--- config.mk ---
export PLATFORM = sky130hd
export DESIGN_NAME = epc_port
export DESIGN_NICKNAME = d
export VERILOG_FILES = /design/src/epc_pkg.sv /design/src/epc_port.sv
export VERILOG_INCLUDE_DIRS = /design/src
export SDC_FILE = /design/constraint.sdc
export NUM_CORES = 1
export LEC_CHECK = 0
export BUFFER_PORTS_ARGS = -buffer_cell sky130_fd_sc_hd__buf_4
export CAP_MARGIN = 30
export CORE_MARGIN = 2
export CORE_UTILIZATION = 44
export CTS_CLUSTER_DIAMETER = 120
export DETAILED_ROUTE_END_ITERATION = 8
export PLACE_DENSITY_LB_ADDON = 0.05
export SLEW_MARGIN = 10
export SYNTH_ARGS = -nofsm -noshare
export SYNTH_HDL_FRONTEND = slang
export SYNTH_SLANG_ARGS = --single-unit
--- constraint.sdc ---
create_clock -name clk_i -period 7.5 [get_ports clk_i]
set_input_delay 1.5 -clock clk_i [delete_from_list [all_inputs] [get_ports clk_i]]
set_output_delay 1.5 -clock clk_i [all_outputs]
set_load 0.1 [all_outputs]
--- src/epc_defs.svh ---
`ifndef EPC_DEFS_SVH
`define EPC_DEFS_SVH
// Register byte offsets
`define EPC_OFF_LATCH    8'h00
`define EPC_OFF_DIR      8'h04
`define EPC_OFF_PULL     8'h08
`define EPC_OFF_SLEW     8'h0C
`define EPC_OFF_DRIVE    8'h10
`define EPC_OFF_EDGE     8'h14
`define EPC_OFF_PSEL     8'h18
`define EPC_OFF_PIN      8'h1C
// Reset values
`define EPC_RST_BYTE     8'h00
// AXI responses
`define EPC_RESP_OKAY    2'b00
`define EPC_RESP_SLVERR  2'b10
// Register index field of the address
`define EPC_IDX_MSB      4
`define EPC_IDX_LSB      2
`endif

--- src/epc_pkg.sv ---
package epc_pkg;
  typedef struct packed {
    logic [7:0] out;
    logic [7:0] oe;
    logic [7:0] pull_up;
    logic [7:0] pull_dn;
    logic [7:0] slew;
    logic [7:0] drive_hi;
  } epc_pad_t;

  typedef enum logic [1:0] {
    EPC_IDLE  = 2'b00,
    EPC_RESP  = 2'b01
  } epc_bus_t;

  typedef struct packed {
    logic [7:0] latch;
    logic [7:0] dir;
    logic [7:0] pull;
    logic [7:0] slew;
    logic [7:0] drive;
    logic [7:0] edge_pol;
    logic [7:0] psel;
    logic [7:0] sync1;
    logic [7:0] sync2;
    logic [7:0] sync3;
    logic [7:0] pin_level;
    logic       aw_held;
    logic [2:0] aw_idx;
    logic       aw_bad;
    logic       w_held;
    logic [7:0] w_byte;
    logic       w_lane;
    logic       bvalid;
    logic [1:0] bresp;
    logic       rvalid;
    logic [7:0] rbyte;
    logic [1:0] rresp;
    epc_pad_t   pad;
  } epc_state_t;
endpackage

--- src/epc_port.sv ---
// The register addresses and the AXI4-Lite slave port are this design's own decisions.
`timescale 1ns/1ps
`include "epc_defs.svh"
// How it works
// - An input pin reads back as its synchronised pin level.
// - An output pin reads back as the last value software wrote.
// - A data write loads all eight latch bits whatever the direction.
// - An output pin drives its latch bit unless a peripheral owns the buffer.
// - Reset clears the latch and leaves all pins undriven with no pulls.
// - Direction 0 disables the driver and reads the pin, 1 the reverse; a peripheral owning the buffer sets its own driver enable.
// - A pull-enable bit of 1 switches on that pin's pull device.
// - An output pin never has its pull device on.
// - A pull-down is used only on a pin selected for interrupt use.
// - A slew bit of 1 limits edge rate, only on an output pin.
// - A drive bit of 1 selects high drive, only on an output pin.
// - With the pull on, edge polarity 1 on an interrupt-selected pin gives pull-down, any other pin gets pull-up.
// - With a peripheral owning the buffer, direction still picks reads.
module epc_port
  import epc_pkg::*;
#(
  parameter int PINS = 8
)(
  // Clock and reset
  input  wire logic        clk_i,
  input  wire logic        rst_i,
  // AXI4-Lite write address and data
  input  wire logic [7:0]  s_axi_awaddr_i,
  input  wire logic        s_axi_awvalid_i,
  output logic             s_axi_awready_o,
  input  wire logic [31:0] s_axi_wdata_i,
  input  wire logic [3:0]  s_axi_wstrb_i,
  input  wire logic        s_axi_wvalid_i,
  output logic             s_axi_wready_o,
  // AXI4-Lite write response
  output logic [1:0]       s_axi_bresp_o,
  output logic             s_axi_bvalid_o,
  input  wire logic        s_axi_bready_i,
  // AXI4-Lite read
  input  wire logic [7:0]  s_axi_araddr_i,
  input  wire logic        s_axi_arvalid_i,
  output logic             s_axi_arready_o,
  output logic [31:0]      s_axi_rdata_o,
  output logic [1:0]       s_axi_rresp_o,
  output logic             s_axi_rvalid_o,
  input  wire logic        s_axi_rready_i,
  // Shared peripheral override of the output buffer
  input  wire logic [7:0]  periph_en_i,
  input  wire logic [7:0]  periph_out_i,
  input  wire logic [7:0]  periph_oe_i,
  // Pads
  input  wire logic [7:0]  pad_in_i,
  output logic [7:0]       pad_out_o,
  output logic [7:0]       pad_oe_o,
  output logic [7:0]       pad_pull_up_o,
  output logic [7:0]       pad_pull_dn_o,
  output logic [7:0]       pad_slew_o,
  output logic [7:0]       pad_drive_hi_o
);

  initial
  begin
    if (PINS != 8)
    begin
      $error("epc_port serves exactly eight pins");
    end
  end

  // ==========================================================
  // Helpers
  // ==========================================================
  function automatic logic epc_mapped(input logic [2:0] idx);
    epc_mapped = (idx <= 3'(`EPC_OFF_PIN >> `EPC_IDX_LSB));
  endfunction

  function automatic logic [2:0] epc_index(input logic [7:0] addr);
    epc_index = addr[`EPC_IDX_MSB:`EPC_IDX_LSB];
  endfunction

  function automatic logic epc_in_range(input logic [7:0] addr);
    epc_in_range = (addr[7:`EPC_IDX_MSB+1] == '0) &&
                   epc_mapped(epc_index(addr));
  endfunction

  epc_state_t st;
  epc_state_t next_st;
  logic [7:0] read_src;
  logic [7:0] out_en;
  logic       do_write;

  // ==========================================================
  // Next state
  // ==========================================================
  always_comb
  begin
    next_st = st;
    // Three-stage pin sampler, change taken when stages 2 and 3 agree
    next_st.sync1 = pad_in_i;
    next_st.sync2 = st.sync1;
    next_st.sync3 = st.sync2;
    for (int i = 0; i < 8; i++)
    begin
      if (st.sync2[i] == st.sync3[i])
      begin
        next_st.pin_level[i] = st.sync3[i];
      end
    end

    // Write channel capture
    if (s_axi_awvalid_i && !st.aw_held)
    begin
      next_st.aw_held = 1'b1;
      next_st.aw_idx  = epc_index(s_axi_awaddr_i);
      next_st.aw_bad  = !epc_in_range(s_axi_awaddr_i);
    end
    if (s_axi_wvalid_i && !st.w_held)
    begin
      next_st.w_held = 1'b1;
      next_st.w_byte = s_axi_wdata_i[7:0];
      next_st.w_lane = s_axi_wstrb_i[0];
    end

    do_write = st.aw_held && st.w_held && !st.bvalid;
    if (do_write)
    begin
      next_st.aw_held = 1'b0;
      next_st.w_held  = 1'b0;
      next_st.bvalid  = 1'b1;
      next_st.bresp   = st.aw_bad ? `EPC_RESP_SLVERR : `EPC_RESP_OKAY;
      if (!st.aw_bad && st.w_lane)
      begin
        unique case ({st.aw_idx, 2'b00})
          5'(`EPC_OFF_LATCH): next_st.latch = st.w_byte;
          5'(`EPC_OFF_DIR):   next_st.dir   = st.w_byte;
          5'(`EPC_OFF_PULL):  next_st.pull  = st.w_byte;
          5'(`EPC_OFF_SLEW):  next_st.slew  = st.w_byte;
          5'(`EPC_OFF_DRIVE): next_st.drive = st.w_byte;
          5'(`EPC_OFF_EDGE):  next_st.edge_pol = st.w_byte;
          5'(`EPC_OFF_PSEL):  next_st.psel  = st.w_byte;
          default:            next_st.latch = next_st.latch;
        endcase
      end
    end
    if (st.bvalid && s_axi_bready_i)
    begin
      next_st.bvalid = 1'b0;
    end

    // Data reads: direction picks latch or pin, even under a peripheral
    read_src = (st.dir & st.latch) | (~st.dir & st.pin_level);
    if (s_axi_arvalid_i && !st.rvalid)
    begin
      next_st.rvalid = 1'b1;
      next_st.rresp  = epc_in_range(s_axi_araddr_i) ?
                       `EPC_RESP_OKAY : `EPC_RESP_SLVERR;
      unique case ({epc_index(s_axi_araddr_i), 2'b00})
        5'(`EPC_OFF_LATCH): next_st.rbyte = read_src;
        5'(`EPC_OFF_DIR):   next_st.rbyte = st.dir;
        5'(`EPC_OFF_PULL):  next_st.rbyte = st.pull;
        5'(`EPC_OFF_SLEW):  next_st.rbyte = st.slew;
        5'(`EPC_OFF_DRIVE): next_st.rbyte = st.drive;
        5'(`EPC_OFF_EDGE):  next_st.rbyte = st.edge_pol;
        5'(`EPC_OFF_PSEL):  next_st.rbyte = st.psel;
        default:            next_st.rbyte = st.pin_level;
      endcase
      if (!epc_in_range(s_axi_araddr_i))
      begin
        next_st.rbyte = `EPC_RST_BYTE;
      end
    end
    if (st.rvalid && s_axi_rready_i)
    begin
      next_st.rvalid = 1'b0;
    end

    // Pad control
    out_en = (periph_en_i & periph_oe_i) | (~periph_en_i & st.dir);
    next_st.pad.oe  = out_en;
    next_st.pad.out = (periph_en_i & periph_out_i) |
                      (~periph_en_i & st.latch);
    for (int i = 0; i < 8; i++)
    begin
      // Pull only on inputs; pull-down only for interrupt pins
      next_st.pad.pull_dn[i] = st.pull[i] && !out_en[i] &&
                               st.edge_pol[i] && st.psel[i];
      next_st.pad.pull_up[i] = st.pull[i] && !out_en[i] &&
                               !(st.edge_pol[i] && st.psel[i]);
    end
    next_st.pad.slew     = st.slew & out_en;
    next_st.pad.drive_hi = st.drive & out_en;
  end

  // ==========================================================
  // State register
  // ==========================================================
  always_ff @(posedge clk_i or posedge rst_i)
  begin
    if (rst_i)
    begin
      st <= '0;
    end
    else
    begin
      st <= next_st;
    end
  end

  // ==========================================================
  // Outputs
  // ==========================================================
  assign s_axi_awready_o = !st.aw_held;
  assign s_axi_wready_o  = !st.w_held;
  assign s_axi_bvalid_o  = st.bvalid;
  assign s_axi_bresp_o   = st.bresp;
  assign s_axi_arready_o = !st.rvalid;
  assign s_axi_rvalid_o  = st.rvalid;
  assign s_axi_rresp_o   = st.rresp;
  assign s_axi_rdata_o   = {24'h00_0000, st.rbyte};
  assign pad_out_o       = st.pad.out;
  assign pad_oe_o        = st.pad.oe;
  assign pad_pull_up_o   = st.pad.pull_up;
  assign pad_pull_dn_o   = st.pad.pull_dn;
  assign pad_slew_o      = st.pad.slew;
  assign pad_drive_hi_o  = st.pad.drive_hi;

  // ==========================================================
  // Checks
  // ==========================================================
  a_pull_not_out: assert property (
    @(posedge clk_i) disable iff (rst_i)
    ((pad_pull_up_o | pad_pull_dn_o) & pad_oe_o) == 8'h00)
    else $error("pull active on a driven pin");

  a_pull_one_way: assert property (
    @(posedge clk_i) disable iff (rst_i)
    (pad_pull_up_o & pad_pull_dn_o) == 8'h00)
    else $error("pull-up and pull-down both on");

  a_dn_needs_sel: assert property (
    @(posedge clk_i) disable iff (rst_i)
    (pad_pull_dn_o & ~($past(st.psel) & $past(st.edge_pol))) == 8'h00)
    else $error("pull-down without interrupt selection");

  a_pull_follows: assert property (
    @(posedge clk_i) disable iff (rst_i)
    ##1 (pad_pull_up_o | pad_pull_dn_o) ==
    ($past(st.pull) & ~$past(out_en)))
    else $error("pull does not follow its enable");

  a_slew_gated: assert property (
    @(posedge clk_i) disable iff (rst_i)
    (pad_slew_o & ~pad_oe_o) == 8'h00)
    else $error("slew set on an input");

  a_drive_gated: assert property (
    @(posedge clk_i) disable iff (rst_i)
    ##1 pad_drive_hi_o == ($past(st.drive) & $past(out_en)))
    else $error("drive select wrong");

  a_latch_write: assert property (
    @(posedge clk_i) disable iff (rst_i)
    (do_write && !st.aw_bad && st.w_lane &&
     st.aw_idx == 3'(`EPC_OFF_LATCH >> `EPC_IDX_LSB))
    |=> st.latch == $past(st.w_byte))
    else $error("latch write lost");

  a_out_drives: assert property (
    @(posedge clk_i) disable iff (rst_i)
    (periph_en_i == 8'h00 && st.dir == 8'hFF) ##1 (periph_en_i == 8'h00)
    |-> pad_out_o == $past(st.latch) && pad_oe_o == 8'hFF)
    else $error("output pins not driving the latch");

  a_read_mux: assert property (
    @(posedge clk_i) disable iff (rst_i)
    (s_axi_arvalid_i && !st.rvalid && s_axi_araddr_i == `EPC_OFF_LATCH)
    |=> s_axi_rdata_o[7:0] ==
    (($past(st.dir) & $past(st.latch)) |
     (~$past(st.dir) & $past(st.pin_level))))
    else $error("data read source wrong");

  a_bresp_once: assert property (
    @(posedge clk_i) disable iff (rst_i)
    do_write |=> s_axi_bvalid_o)
    else $error("write response missing");

  a_oe_follows: assert property (
    @(posedge clk_i) disable iff (rst_i)
    ##1 pad_oe_o == $past(out_en))
    else $error("driver enable does not follow direction");

  a_out_value: assert property (
    @(posedge clk_i) disable iff (rst_i)
    ##1 pad_out_o == $past((periph_en_i & periph_out_i) |
                           (~periph_en_i & st.latch)))
    else $error("driven value wrong");

  a_slew_follows: assert property (
    @(posedge clk_i) disable iff (rst_i)
    ##1 pad_slew_o == ($past(st.slew) & $past(out_en)))
    else $error("slew select wrong");

  a_dn_polarity: assert property (
    @(posedge clk_i) disable iff (rst_i)
    ##1 pad_pull_dn_o ==
    $past(st.pull & ~out_en & st.edge_pol & st.psel))
    else $error("pull-down polarity wrong");

  a_up_polarity: assert property (
    @(posedge clk_i) disable iff (rst_i)
    ##1 pad_pull_up_o ==
    $past(st.pull & ~out_en & ~(st.edge_pol & st.psel)))
    else $error("pull-up polarity wrong");

  a_dir_write: assert property (
    @(posedge clk_i) disable iff (rst_i)
    (do_write && !st.aw_bad && st.w_lane &&
     st.aw_idx == 3'(`EPC_OFF_DIR >> `EPC_IDX_LSB))
    |=> st.dir == $past(st.w_byte))
    else $error("direction write lost");

  a_pull_write: assert property (
    @(posedge clk_i) disable iff (rst_i)
    (do_write && !st.aw_bad && st.w_lane &&
     st.aw_idx == 3'(`EPC_OFF_PULL >> `EPC_IDX_LSB))
    |=> st.pull == $past(st.w_byte))
    else $error("pull enable write lost");

  a_edge_write: assert property (
    @(posedge clk_i) disable iff (rst_i)
    (do_write && !st.aw_bad && st.w_lane &&
     st.aw_idx == 3'(`EPC_OFF_EDGE >> `EPC_IDX_LSB))
    |=> st.edge_pol == $past(st.w_byte))
    else $error("edge polarity write lost");

  a_strobe_off: assert property (
    @(posedge clk_i) disable iff (rst_i)
    (do_write && !st.w_lane) |=> st.latch == $past(st.latch))
    else $error("write without lane strobe changed the latch");

  a_bad_resp: assert property (
    @(posedge clk_i) disable iff (rst_i)
    (do_write && st.aw_bad) |=> s_axi_bresp_o == `EPC_RESP_SLVERR)
    else $error("unmapped write not refused");

  a_pin_sync: assert property (
    @(posedge clk_i) disable iff (rst_i)
    (st.sync2 == st.sync3) |=> st.pin_level == $past(st.sync3))
    else $error("settled pin level not taken");

  a_rresp_bad: assert property (
    @(posedge clk_i) disable iff (rst_i)
    (s_axi_arvalid_i && s_axi_arready_o &&
     s_axi_araddr_i[7:`EPC_IDX_MSB+1] != '0)
    |=> s_axi_rresp_o == `EPC_RESP_SLVERR && s_axi_rdata_o == '0)
    else $error("unmapped read not refused");

  a_drive_input: assert property (
    @(posedge clk_i) disable iff (rst_i)
    (pad_drive_hi_o & ~pad_oe_o) == 8'h00)
    else $error("high drive set on an input");

  a_read_pin: assert property (
    @(posedge clk_i) disable iff (rst_i)
    (s_axi_arvalid_i && s_axi_arready_o && s_axi_araddr_i == `EPC_OFF_PIN)
    |=> s_axi_rdata_o[7:0] == $past(st.pin_level))
    else $error("pin level read wrong");

endmodule

==> results.md <==
Outcome:
- The flow ran to the end, and the final reports show no timing, DRC or antenna violations.

Timing:
- For the pin with the worst max-slew slack, the measured transition is 894 ps.
- The count of pins over their slew limit was 0.
- Measured against its own limit, the worst slew margin works out to 0.403.
- Summed over all failing endpoints, the final setup total negative slack is 0 ps.
- The final-report setup violation count is 0.
- Setup repair after global routing left no endpoint under its margin.
- Of the available clock period, the critical path in the final layout requires 0.369.
- For the final database, setup skew stands at 5.17 ps.
- The final hold slack is around 350 ps.
- The minimum clock period is around 2800 ps.
- The highest achievable clock rate is between 300 and 400 MHz.
- The hold violation total from the final report was 0.

Place:
- The congestion estimate from routability-driven global placement came to ~0.77.
- In this run the tool buffered the top-level ports with 122 buffer cells.
- The half-perimeter wire length after detailed placement is 9260 um.

Clock network:
- The clock-pin slew of the registers on the worst-case setup and hold paths is about 60 ps.
- Clock tree synthesis inserted a total of 17 buffers.
- The TritonCTS clock tree is yes.
- The number of clock sinks seen by CTS is between 150 and 200.
- The H-tree level count is 4.
- No sink is reached through more buffers than the 2 on the longest clock path.
- The later-pin clock latency in the skew report is 420 ps.
- The post-cts repair resize count is 0.
- In this run the clock root is driven by a sky130_fd_sc_hd__clkbuf_16.
- The number of buffers added to fix hold violations after cts is 0.
- Once the clock tree was built, the setup fixing pass inserted 0 buffers.

Route:
- For this run, design rule violations remaining after detail routing come to 0.
- For this block, the initial DRC count from the detailed router was around 250.
- Using the TritonRoute via totals, the vias-per-cell ratio works out to 4.87.
- The average detailed-routed wire length per instance is between 15 and 20 um.
- The remaining antenna violation count after routing is 0.
- The number of optimization iterations in the first detailed-route pass is 4.
- Summed over all layers, the routed wires come to about 14000 um.
- The total number of vias is a little over 4000.

Synthesis:
- The proportion of register bits with asynchronous set or reset after synthesis is 1.00.
- The share of synthesized area in the top cell type comes to 0.592.
- Synthesis produced a netlist whose cell count is between 500 and 600.
- The mapped cell area is 0.00689 sq mm.
- The synthesis warning total is 0.
- The most used flip-flop cell after synthesis is sky130_fd_sc_hd__dfrtp_1.
- The share of the Yosys chip area taken by registers is 0.592.
- The number of enable flip-flop cells after synthesis is 0.
- Synthesis inferred approximately 160 register bits.
- The number of distinct library cell variants in the gate-level netlist after synthesis is 36.
- After synthesis, the cell types taking the most area are sky130_fd_sc_hd__dfrtp_1 (59%), sky130_fd_sc_hd__mux2_2 (14%), sky130_fd_sc_hd__buf_4 (9.1%).
- Summed over all instances, the cell type with the most area after synthesis is sky130_fd_sc_hd__dfrtp_1.
- In this run the mean area of a mapped cell was approximately 13 sq um.

Worst setup path:
- The data required time at the worst endpoint is just under 8000 ps.
- STA classifies the critical path startpoint as an input pin.
- The type of element capturing the critical path is a flop.
- The critical path in this run is classified as in2reg.
- In this run the worst path has a maximum fanout of 26.
- For the worst setup path, the data arrival time is roughly 3100 ps.

Finish:
- 0 antenna diodes ended up in the layout.
- The number of nets in the final layout is between 600 and 700.
- The share of final-layout standard cells stronger than drive strength 1 is 0.418.
- The area growth from synthesis to layout is 17.4%.

Power:
- VDD sags by at most 0.243 mV.
- For this design the static power due to leakage is 3.94 nW.
- The overall power consumption is 3.21 mW.
- The power density normalized to cell area is about 400 mW/mm^2.

Flow run:
- Across the run, the number of max-cap violations was 0.

Die:
- The initial utilization of the core area, before any placement, comes to 0.452.
- The overall die width is 129 um.
- The die covers 0.0167 sq mm.
- The I/O pin total is 180.
- The area of the core is between 0.015 and 0.02 sq mm.
- The overall die height is approximately 130 um.
- The number of core rows is 45.

Global route:
- The final global-route overflow total is 0.
- The number of antenna violations at the first check in global routing came to 0.
- Across every metal layer, demand over resource in global routing totals 0.179.
- Entering global routing, the biggest net connects 108 pins.
- The first global-routing pass estimated between 20000 and 25000 um of wire.
- The number of global-route vias before repair is 4111.

Hold path:
- The min-delay analysis places its worst path in the category reg2reg.
==> Yosys cell counts (3+ instances only) <==
cell and number:
sky130_fd_sc_hd__nor2_1 14, sky130_fd_sc_hd__inv_1 14, sky130_fd_sc_hd__clkbuf_1 11, sky130_fd_sc_hd__o21ai_0 26
sky130_fd_sc_hd__or3b_2 5, sky130_fd_sc_hd__a21oi_1 25, sky130_fd_sc_hd__nand2_1 28, sky130_fd_sc_hd__o21a_1 5
sky130_fd_sc_hd__nor2b_1 17, sky130_fd_sc_hd__a221o_1 5, sky130_fd_sc_hd__a32o_1 3, sky130_fd_sc_hd__mux2i_1 11
sky130_fd_sc_hd__o22ai_1 3, sky130_fd_sc_hd__buf_4 84, sky130_fd_sc_hd__mux2_2 88, sky130_fd_sc_hd__maj3_1 8
sky130_fd_sc_hd__dfrtp_1 163
==> kinds of logic (layout without fill, tap and decap cells) <==
group	count (synthesis)	count (layout)	synth area share
DFF	163	163	0.592
other	1	26	0.000544
muxes	100	100	0.161
and+or+nand+nor	80	80	0.0675
adders and majority gates	8	8	0.0116
buffers and inverters	112	171	0.108
AOI/OAI and AO/OA	69	69	0.0593
==> cells in the final DEF, fill, tap and decap left out, types with 2 or more instances in the layout <==
cell type	netlist	layout
sky130_fd_sc_hd__nand3b_1	2	2
sky130_fd_sc_hd__maj3_1	8	8
sky130_fd_sc_hd__a221oi_1	2	2
sky130_fd_sc_hd__buf_4	84	123
sky130_fd_sc_hd__nor2b_1	17	17
sky130_fd_sc_hd__a32o_1	3	3
sky130_fd_sc_hd__dfrtp_1	163	163
sky130_fd_sc_hd__a221o_1	5	5
sky130_fd_sc_hd__inv_1	14	13
sky130_fd_sc_hd__or3b_2	5	5
sky130_fd_sc_hd__nor2_1	14	14
sky130_fd_sc_hd__o21ai_0	26	26
sky130_fd_sc_hd__o22ai_1	3	3
sky130_fd_sc_hd__inv_6	0	2
sky130_fd_sc_hd__o21a_1	5	5
sky130_fd_sc_hd__clkinvlp_4	0	5
sky130_fd_sc_hd__nor3b_4	2	2
sky130_fd_sc_hd__mux2_2	88	88
sky130_fd_sc_hd__clkinv_2	0	5
sky130_fd_sc_hd__nand2b_1	2	2
sky130_fd_sc_hd__conb_1	1	26
sky130_fd_sc_hd__nand2_1	28	28
sky130_fd_sc_hd__clkbuf_16	0	17
sky130_fd_sc_hd__clkbuf_8	0	2
sky130_fd_sc_hd__mux2i_1	11	11
sky130_fd_sc_hd__a21oi_1	25	25
==> worst paths after layout <==
check	from	end	slack (ps)	cells after the start
min in group asynchronous	rst_i	next_st[86]$_DFF_PP0_	1100	2
setup / recovery	s_axi_araddr_i[4]	s_axi_rdata_o[7]$_DFFE_PP0P_	4730	5
max in group asynchronous	rst_i	st[84]$_DFFE_PP0N_	5280	3
hold reg to reg	next_st[99]$_DFF_PP0_	next_st[91]$_DFF_PP0_	350	0
hold / removal	next_st[99]$_DFF_PP0_	next_st[91]$_DFF_PP0_	350	0
setup reg to reg	s_axi_bvalid_o$_DFFE_PP0P_	st[147]$_DFFE_PP0P_	5060	4
==> report_power, final <==
part | leakage (nW) | switching (mW) | internal [mW] | total [mW]
Clock | 0.267 | 0.348 | 0.472 | 0.820
Sequential | 2.09 | 0.198 | 1.10 | 1.29
Combinational | 1.58 | 0.771 | 0.323 | 1.09
Total | 3.94 | 1.32 | 1.89 | 3.21
==> through the flow <==
step | worst slack, ps | instance area (sq um) | cells | util
2_1_floorplan | 1600 | 6990 | 558 | -
3_5_place_dp | 4190 | 7490 | 794 | 0.491
5_1_grt | 4620 | 8090 | 828 | 0.530
3_3_place_gp | 4200 | 7490 | 794 | 0.491
6_report | 4730 | 8090 | 828 | 0.530
4_1_cts | 4630 | 8060 | 826 | 0.528
==> per-layer routing <==
metal / up-vias / share of wire / routed length [um] / global-route usage
met5: - / 0 / 0 / 0
met4: 0 / 0.024 / 334 / 0.0780
met3: 20 / 0.046 / 653 / 0.0396
met2: 122 / 0.48 / 6800 / 0.277
met1: 2024 / 0.45 / 6260 / 0.243
li1: 1870 / - / - / -
==> critical path, cell delays in order <==
cell and delay (ps):
sky130_fd_sc_hd__buf_4 300, sky130_fd_sc_hd__nor2b_1 770, sky130_fd_sc_hd__a221oi_1 230, sky130_fd_sc_hd__o21ai_0 140, sky130_fd_sc_hd__a32o_1 180
==> flip-flops by register name (all words and copies together) (netlist names) <==
name and flops:
pad_drive_hi_o 8, next_st 16, s_axi_bresp_o 1, pad_pull_up_o 8, st 87, pad_slew_o 8
pad_pull_dn_o 8, s_axi_rresp_o 1, s_axi_rdata_o 8, pad_out_o 8, pad_oe_o 8, s_axi_bvalid_o 1
s_axi_rvalid_o 1
==> final cells by class <==
type	instances	area, sq um
timing repair buffer	125	958
sequential	163	4080
tap	211	264
clock buffer	19	453
inverter	14	57.6
fill	1298	7170
clock inverter	13	110
multi-input combinational	283	2170
Note: power is estimated with default switching activity, not from simulation.
